`config.mk`:
```
export PLATFORM = sky130hd
export DESIGN_NAME = dcc_top
export DESIGN_NICKNAME = d
export VERILOG_FILES = /design/src/core/dcc_pkg.sv /design/src/core/dcc_top.sv
export SDC_FILE = /design/constraint.sdc
export NUM_CORES = 1
export LEC_CHECK = 0
export ABC_AREA = 1
export BUFFER_PORTS_ARGS = -buffer_cell sky130_fd_sc_hd__clkbuf_2
export CORE_MARGIN = 2
export CORE_UTILIZATION = 47
export DETAILED_ROUTE_END_ITERATION = 6
export PLACE_DENSITY = 0.8
export REMOVE_ABC_BUFFERS = 1
export SYNTH_ARGS = -nofsm -noshare
export SYNTH_HDL_FRONTEND = slang
export SYNTH_SLANG_ARGS = --single-unit
```
`constraint.sdc`:
```
create_clock -name CORE_CLK_I -period 1.8 [get_ports CORE_CLK_I]
set_input_delay 0.27 -clock CORE_CLK_I [delete_from_list [all_inputs] [get_ports CORE_CLK_I]]
set_output_delay 0.27 -clock CORE_CLK_I [all_outputs]
set_load 0.05 [all_outputs]
```
`src/core/dcc_pkg.sv`:
```
// constants, register map and types of the dual comparator control block
// Notes on behaviour
// - each result is high when positive input exceeds negative, low when below
// - mode 010 routes the internal reference to both positive inputs
// - both results readable in comparator_control; writes to those bits ignored
// - mode 110 drives port A pins three and four with raw results
// - port A direction bits still gate the drivers of those two pins
// - port data reads return 0 on pins the mode makes analog
// - flag sets whenever a result differs from the last latched reference
// - flag is bit 6 of peripheral_flags; write 0 clears, 1 sets
// - request needs comparator, peripheral and global enables; flag sets regardless
// - a change coinciding with a control register read may not set the flag; here the mismatch of that same cycle still sets it
// - any comparator_control access latches the present results as reference
// - mismatch keeps setting the flag; software must access control before clearing
// - comparators run during sleep; an enabled comparator interrupt wakes the device
// - mode 111 switches both comparators off
// - wake-up from sleep leaves comparator_control unchanged
// - reset returns comparator_control to mode 000, port A pins zero to three analog, pin four digital
// - comparators stay powered down throughout reset
// - result two bit 7, result one bit 6, switch bit 3, mode bits 2..0
`default_nettype none
package dcc_pkg;
  localparam int ADDR_W = 12;
  localparam int DATA_W = 32;
  // printed offsets are register indices; byte address is four times that
  localparam logic [9:0] IDX_INTC = 10'h00B;
  localparam logic [9:0] IDX_PFLAGS = 10'h00C;
  localparam logic [9:0] IDX_CMC = 10'h01F;
  localparam logic [9:0] IDX_PDIR = 10'h085;
  localparam logic [9:0] IDX_PEN = 10'h08C;
  localparam logic [9:0] IDX_PDATA = 10'h005;
  localparam logic [ADDR_W-1:0] ADDR_INTC = {IDX_INTC, 2'h0};
  localparam logic [ADDR_W-1:0] ADDR_PFLAGS = {IDX_PFLAGS, 2'h0};
  localparam logic [ADDR_W-1:0] ADDR_CMC = {IDX_CMC, 2'h0};
  localparam logic [ADDR_W-1:0] ADDR_PDIR = {IDX_PDIR, 2'h0};
  localparam logic [ADDR_W-1:0] ADDR_PEN = {IDX_PEN, 2'h0};
  localparam logic [ADDR_W-1:0] ADDR_PDATA = {IDX_PDATA, 2'h0};
  localparam int GLOBAL_EN_BIT = 7;
  localparam int PERIPH_EN_BIT = 6;
  localparam int FLAG_BIT = 6;
  localparam int CMP_EN_BIT = 6;
  localparam int RES2_BIT = 7;
  localparam int RES1_BIT = 6;
  localparam int SW_BIT = 3;
  localparam logic [7:0] INTC_RST = 8'h00;
  localparam logic [4:0] PDIR_RST = 5'h1F;
  localparam logic [2:0] MODE_RESET = 3'h0;
  localparam logic [2:0] MODE_VREF = 3'h2;
  localparam logic [2:0] MODE_PINS = 3'h6;
  localparam logic [2:0] MODE_OFF = 3'h7;
  // pins taken as analog inputs per mode group
  localparam logic [4:0] ANA_MASK_OFF = 5'h00;
  localparam logic [4:0] ANA_MASK_PINS = 5'h07;
  localparam logic [4:0] ANA_MASK_DEF = 5'h0F;
  typedef struct packed {
    logic input_switch;
    logic [2:0] mode;
  } dcc_cfg_t;
  localparam dcc_cfg_t CFG_RST = '{input_switch: 1'b0, mode: MODE_RESET};
endpackage
`default_nettype wire

```
`src/core/dcc_top.sv`:
```
// apb-reached control, flag and pin logic of the two-comparator module
`default_nettype none
module dcc_top
  import dcc_pkg::*;
(
  input wire logic CORE_CLK_I,
  input wire logic RST_I,
  input wire logic PSEL_I,
  input wire logic PENABLE_I,
  input wire logic PWRITE_I,
  input wire logic [ADDR_W-1:0] PADDR_I,
  input wire logic [DATA_W-1:0] PWDATA_I,
  output logic [DATA_W-1:0] PRDATA_O,
  output logic PREADY_O,
  output logic PSLVERR_O,
  input wire logic CMP1_RAW_I,
  input wire logic CMP2_RAW_I,
  input wire logic [4:0] PA_PIN_I,
  output dcc_cfg_t CFG_O,
  output logic VREF_TO_POS_O,
  output logic CMP_POWER_DOWN_O,
  output logic PA_CMP_SEL_O,
  output logic [1:0] PA_CMP_OUT_O,
  output logic [1:0] PA_OE_O,
  output logic IRQ_O,
  output logic WAKE_O
);
  logic [1:0] res_s1_reg;
  logic [1:0] res_s2_reg;
  logic [4:0] pin_s1_reg;
  logic [4:0] pin_s2_reg;
  logic [1:0] ref_reg;
  logic [1:0] ref_next;
  logic flag_reg;
  logic flag_next;
  logic cmp_irq_en_reg;
  logic [7:0] intc_reg;
  logic [4:0] pdir_reg;
  dcc_cfg_t cfg_reg;
  logic [DATA_W-1:0] rdata_reg;
  logic [DATA_W-1:0] rdata_next;

  // results come straight from the analog side, asynchronous to the core
  always_ff @(posedge CORE_CLK_I) begin
    if (RST_I) begin
      res_s1_reg <= 2'h0;
      res_s2_reg <= 2'h0;
      pin_s1_reg <= 5'h00;
      pin_s2_reg <= 5'h00;
    end else begin
      res_s1_reg <= {CMP2_RAW_I, CMP1_RAW_I};
      res_s2_reg <= res_s1_reg;
      pin_s1_reg <= PA_PIN_I;
      pin_s2_reg <= pin_s1_reg;
    end
  end

  wire setup = PSEL_I & ~PENABLE_I;
  wire acc = PSEL_I & PENABLE_I;
  wire hit_intc = PADDR_I == ADDR_INTC;
  wire hit_pflags = PADDR_I == ADDR_PFLAGS;
  wire hit_cmc = PADDR_I == ADDR_CMC;
  wire hit_pdir = PADDR_I == ADDR_PDIR;
  wire hit_pen = PADDR_I == ADDR_PEN;
  wire hit_pdata = PADDR_I == ADDR_PDATA;
  wire mapped = hit_intc | hit_pflags | hit_cmc | hit_pdir | hit_pen | hit_pdata;
  wire wr = acc & PWRITE_I & mapped;
  wire cmc_access = acc & hit_cmc;
  wire mismatch = res_s2_reg != ref_reg;
  wire [4:0] ana_mask = (cfg_reg.mode == MODE_OFF) ? ANA_MASK_OFF :
                        (cfg_reg.mode == MODE_PINS) ? ANA_MASK_PINS : ANA_MASK_DEF;
  wire [7:0] cmc_view = {res_s2_reg[1], res_s2_reg[0], 2'h0, cfg_reg};
  wire [7:0] pflags_view = {1'b0, flag_reg, 6'h00};
  wire [7:0] pen_view = {1'b0, cmp_irq_en_reg, 6'h00};
  wire [7:0] pdata_view = {3'h0, pin_s2_reg & ~ana_mask};
  wire [7:0] rd_sel = hit_intc ? intc_reg :
                      hit_pflags ? pflags_view :
                      hit_cmc ? cmc_view :
                      hit_pdir ? {3'h0, pdir_reg} :
                      hit_pen ? pen_view :
                      hit_pdata ? pdata_view : 8'h00;

  // read data is captured in the setup cycle so the access phase needs no wait
  assign rdata_next = (setup & ~PWRITE_I) ? {24'h000000, rd_sel} : rdata_reg;
  // any access, read or write, ends the mismatch; a change in the access cycle still sets the flag
  assign ref_next = cmc_access ? res_s2_reg : ref_reg;
  // set wins over software clear; a live mismatch keeps setting the flag
  assign flag_next = mismatch | ((wr & hit_pflags) ? PWDATA_I[FLAG_BIT] : flag_reg);

  always_ff @(posedge CORE_CLK_I) begin
    if (RST_I) begin
      ref_reg <= 2'h0;
      flag_reg <= 1'b0;
      rdata_reg <= '0;
    end else begin
      ref_reg <= ref_next;
      flag_reg <= flag_next;
      rdata_reg <= rdata_next;
    end
  end

  // sleep is not seen here: nothing below depends on it, so contents survive wake-up
  always_ff @(posedge CORE_CLK_I) begin
    if (RST_I) begin
      cfg_reg <= CFG_RST;
      intc_reg <= INTC_RST;
      cmp_irq_en_reg <= 1'b0;
      pdir_reg <= PDIR_RST;
    end else begin
      if (wr & hit_cmc)
        cfg_reg <= dcc_cfg_t'(PWDATA_I[SW_BIT:0]);
      if (wr & hit_intc)
        intc_reg <= PWDATA_I[7:0];
      if (wr & hit_pen)
        cmp_irq_en_reg <= PWDATA_I[CMP_EN_BIT];
      if (wr & hit_pdir)
        pdir_reg <= PWDATA_I[4:0];
    end
  end

  assign PRDATA_O = rdata_reg;
  assign PREADY_O = 1'b1;
  assign PSLVERR_O = acc & ~mapped;
  assign CFG_O = cfg_reg;
  // analog side compares; digital result high means positive above negative
  assign VREF_TO_POS_O = cfg_reg.mode == MODE_VREF;
  // comparators keep running in sleep unless software picks the off mode
  assign CMP_POWER_DOWN_O = RST_I | (cfg_reg.mode == MODE_OFF);
  assign PA_CMP_SEL_O = cfg_reg.mode == MODE_PINS;
  // raw on purpose: pins see the comparator without synchroniser delay
  assign PA_CMP_OUT_O = PA_CMP_SEL_O ? {CMP2_RAW_I, CMP1_RAW_I} : 2'h0;
  assign PA_OE_O = ~pdir_reg[4:3];
  assign IRQ_O = flag_reg & cmp_irq_en_reg & intc_reg[PERIPH_EN_BIT] & intc_reg[GLOBAL_EN_BIT];
  assign WAKE_O = flag_reg & cmp_irq_en_reg;
endmodule
`default_nettype wire

```
# After elaboration in Yosys (flattened, before gate mapping)
# Index checks and enable logic that the tools add are counted.
# totals
wordCells,60
reg_bits,43
inputBits,56
out_inout_bits,47
# op_classes
n_bitwise,28
muxes,10
eq_ne,10
# op_table
op,n
equality test 12 x 10 -> 1 bit (second input constant),2
equality test 12 x 6 -> 1 bit (second input constant),2
2-to-1 mux 8 bit,3
AND 1 bit,15
2-to-1 mux 7 bit,2
equality test 12 x 5 -> 1 bit (second input constant),1
equality test 12 x 7 -> 1 bit (second input constant),1
2-to-1 mux 4 bit,2
OR 1 bit,7
equality test 3 bit (second input constant),2
AND 5 bit,1
2-to-1 mux 5 bit,1
NOT 4 -> 5 bit,1
equality test 3 x 2 -> 1 bit (second input constant),1
NOT 1 bit,3
2-to-1 mux 2 bit,1
inequality test 2 bit,1
NOT 2 bit,1
2-to-1 mux 1 bit,1

# Logic depth before layout (Yosys ltp)
# logic_depth
depth_word,11
mapped_depth,14

# Worst setup path after synthesis
# OpenSTA, ideal clock, no wires.
# synth_timing
kind,reg2out
start,"register cfg_reg, in the netlist CFG_O[2]"
end,output CMP_POWER_DOWN_O
path_buffers,0
required_ps,1530
path_stages_with_launch,3
arrival_time_ps,2018
setup_slack_ps,-488
cell_sequence,dfxtp_1 -> nand2_1 -> o21ai_0
# synth_via
elab_chain_cells,2
# synth_lines
element,line_no,rtl
"start, declared",dcc_top.sv:39,dcc_cfg_t cfg_reg;
"start signal, assigned",dcc_top.sv:111,cfg_reg <= dcc_cfg_t'(PWDATA_I[SW_BIT:0]);
equality test 3 bit,dcc_top.sv:128,assign CMP_POWER_DOWN_O = RST_I | (cfg_reg.mode == MODE_OFF);
OR 1 bit,dcc_top.sv:128,
"end, declared",dcc_top.sv:21,"output logic CMP_POWER_DOWN_O,"
# No other way between the ends.

# Worst setup path after layout
# layout_timing
start,"register cfg_reg, in the netlist CFG_O[2]"
end,output PA_CMP_OUT_O[0]
# layout_via
elab_chain_cells,2
# layout_lines
element,line_no,rtl
equality test 3 bit,dcc_top.sv:129,assign PA_CMP_SEL_O = cfg_reg.mode == MODE_PINS;
2-to-1 mux 2 bit,dcc_top.sv:131,"assign PA_CMP_OUT_O = PA_CMP_SEL_O ? {CMP2_RAW_I, CMP1_RAW_I} : 2'h0;"
"end, declared",dcc_top.sv:23,"output logic [1:0] PA_CMP_OUT_O,"
# No other way between the ends.

==> impl_metrics.tcl <==
set metrics [dict create \
    status "finished, final reports clean" \
    p_int_mw 1.50 \
    clockPowerShare_pct 38.4 \
    timing.fmax_ghz 0.591 \
    slew_violations 0 \
    switching_share_pct 27.9 \
    synth_top_cell_by_area "dfxtp_1" \
    path_cells "nand2_1 -> nor3_1 -> clkbuf_2" \
    cp_top_family "flip-flops" \
    num_vias 1970 \
    startpoint_type "flop" \
    synthCells 316 \
    antenna_found_initial 0 \
    synth_edf_count 0 \
    first_global_vias 1693 \
    cp-startpoint "CFG_O[2]" \
    clk_path_buf_depth 2 \
    finalNetCount 432 \
    via_per_inst 4.57 \
    hold_start "PA_PIN_I[3]" \
    slowest_stage "dfxtp_1" \
    arrival_ns 1.42 \
    r2r_cells 8 \
    power_mw 2.07 \
    post-cts-setup-buffer-count 0 \
    path_depth 3 \
    ys_top_cells_by_count "55 x nand2_1, 52 x inv_1, 50 x nor2_1" \
    crit_required_ns 1.53 \
    fin_util_pct 56.7 \
    yosysWarningCount 0 \
    p_leak_nw 1.44 \
    hold_path.class "in2reg" \
    synth-seq-cells 43 \
    io_buffers 53 \
    hold_depth 3 \
    drc_errors 0 \
    period_needed_ns 1.69 \
    die_area_um2 5320 \
    postLayoutCellArea_um2 2640 \
    synth-async-reset-ratio_pct 0 \
    finalHoldViolCount 0 \
    power.density_nw_per_um2 785 \
    cts_max_level 2 \
    die_y_um 72.9 \
    grt_max_degree 28 \
    syn_area_um2 2230 \
    postCtsHoldBufs 0 \
    ys_seq_area_share_pct 38.6 \
    clock_sinks 43 \
    die-width_um 72.9 \
    ant_nets 0 \
    start_util_pct 47.9 \
    rsz0062_at_grt "no" \
    cap_violations 0 \
    crit_path_end_kind "output pin" \
    max_stage_delay_ns 0.43 \
    grtUsageTotal_pct 17.6 \
    p_seq_share_pct 47.4 \
    coreArea_um2 4660 \
    path_max_fanout 6 \
    rr_endpoint "PRDATA_O[0]" \
    setup_viol 0 \
    insertion_delay_ns 0.30 \
    path_clk_slew_ns 0.09 \
    grt_first_pass_wirelength_mm 7.33 \
    min_to "pin_s1_reg[3]" \
    reg2reg_from "CFG_O[2]" \
    finalCritPeriodShare_pct 94.0 \
    antennaDiodeCount 0 \
    cts_root_buf "clkbuf_8" \
    synthFlopType "dfxtp_1" \
    post-dp-hpwl_mm 3.41 \
    synthTopCellsByArea "dfxtp_1 39%, nand2_1 9.2%, inv_1 8.7%, buf_4 8.4%, nor2_1 8.4%" \
    hold_slack_ns 0.153 \
    drt-total-wl_mm 4.42 \
    tns_ns 0 \
    cts_made_buffers 5 \
    cp_num_buf_inv 1 \
    overflow 0 \
    cts_resized 0 \
    critical_path_class "reg2out" \
    avgSynthCellArea_um2 7.06 \
    drt_iter0_markers 69 \
    io-pin-count 103 \
    ys_types 32 \
    yosys.area.top_type_share_pct 38.6 \
    switching_power_uw 578 \
    reg2reg_slack_ns 0.58 \
    drtPass1Iterations 4 \
    peakVddDrop_v 0.000406 \
    postPlaceCellArea_um2 2520 \
    p_comb_share_pct 14.2 \
    fin_skew_ns 0.0125 \
    routabilityCongestion 0.776 \
    cts_tree "done" \
    area_growth_pct 18.4 \
    drive_gt1_share_pct 23.9 \
    yosysMostFrequentCell "nand2_1" \
    num_rows 25 \
    wire_per_inst_um 10.3 \
]
[stage by stage]
step	worst slack [ns]	instances
after global routing	0.00580	431
after detailed placement	0.113	423
after global placement	0.144	423
final	0.108	431
after floorplan	-0.488	309
after CTS	0.0137	431
[worst reg2reg max path: stages, from the launching register on]
cell	delay, ns
dfxtp_1	0.43
nand2_1	0.20
inv_1	0.12
nand3_1	0.08
nand2_1	0.06
nand2_1	0.07
o2111ai_1	0.09
nand2_1	0.08
inv_1	0.05
[area by class of cell]
cell class / instances / area, um2
Inverter: 57 / 219
Clock inverter: 2 / 38.8
Fill cell: 452 / 2020
Multi-Input combinational cell: 209 / 1030
Sequential cell: 43 / 861
Timing Repair Buffer: 60 / 345
Tap cell: 54 / 67.6
Clock buffer: 6 / 82.6
[layout by cell type, fill, tap and decap left out]
cell       Yosys  layout
nor3_1        11      11
nand3_4        1       1
a41oi_1        1       1
clkinv_4       1       1
inv_1         52      52
xor2_1         1       1
inv_6          0       1
dfxtp_1       43      43
a21oi_1        3       3
o21ai_1        0       1
nor2_2         4       4
nand3_1       11      11
bufinv_16      0       1
nor2_1        50      50
nand3_2        1       1
clkbuf_2       0      51
nand2_4        2       2
nand2_1       55      55
buf_2          3       1
nand4_1        2       2
o211ai_1       1       1
nand2_8        1       1
buf_4         25       6
nor2_4         4       4
o221ai_1       1       1
o2111ai_1      2       2
o21a_1         1       1
inv_2          3       3
o21ai_0       20      19
a211oi_1       1       1
conb_1         2      25
clkinv_1       1       1
buf_12         0       2
nor2_8         2       2
nand2_2        3       3
clkbuf_8       0       6
a31oi_1        6       6
[cell families after synthesis]
logic type / Yosys count / synth area share [%]
other cells: 2 / 0.336
buf+inv: 87 / 19.2
simple gates: 147 / 32.1
xor+xnor: 1 / 0.392
compound gates: 36 / 9.42
flops: 43 / 38.6
[routing by layer]
| metal | share of wire (%) | GRT usage (%) |
|---|---|---|
| met1 | 46 | 22.3 |
| met2 | 46 | 28.4 |
| met3 | 6.5 | 4.97 |
| met4 | 1.3 | 6.79 |
| met5 | 0 | 0 |
[worst max path at each step]
stage,endpoint,slack (ns)
after global placement,PSLVERR_O,0.14
after detailed placement,PSLVERR_O,0.11
after CTS,CMP_POWER_DOWN_O,0.01
final,PA_CMP_OUT_O[0],0.11
after global routing,PA_CMP_OUT_O[1],0.006
after floorplan,CMP_POWER_DOWN_O,-0.49
[power groups by stage]
stage	Clock (mW)	Combinational [mW]	Sequential, mW
2_1_floorplan	0	0.188	1.03
3_3_place_gp	0	0.291	1.01
3_5_place_dp	0	0.295	1.01
4_1_cts	0.806	0.295	0.983
5_1_grt	0.848	0.320	0.986
6_report	0.796	0.296	0.983
No activity file was read; power rests on OpenSTA's default activity.
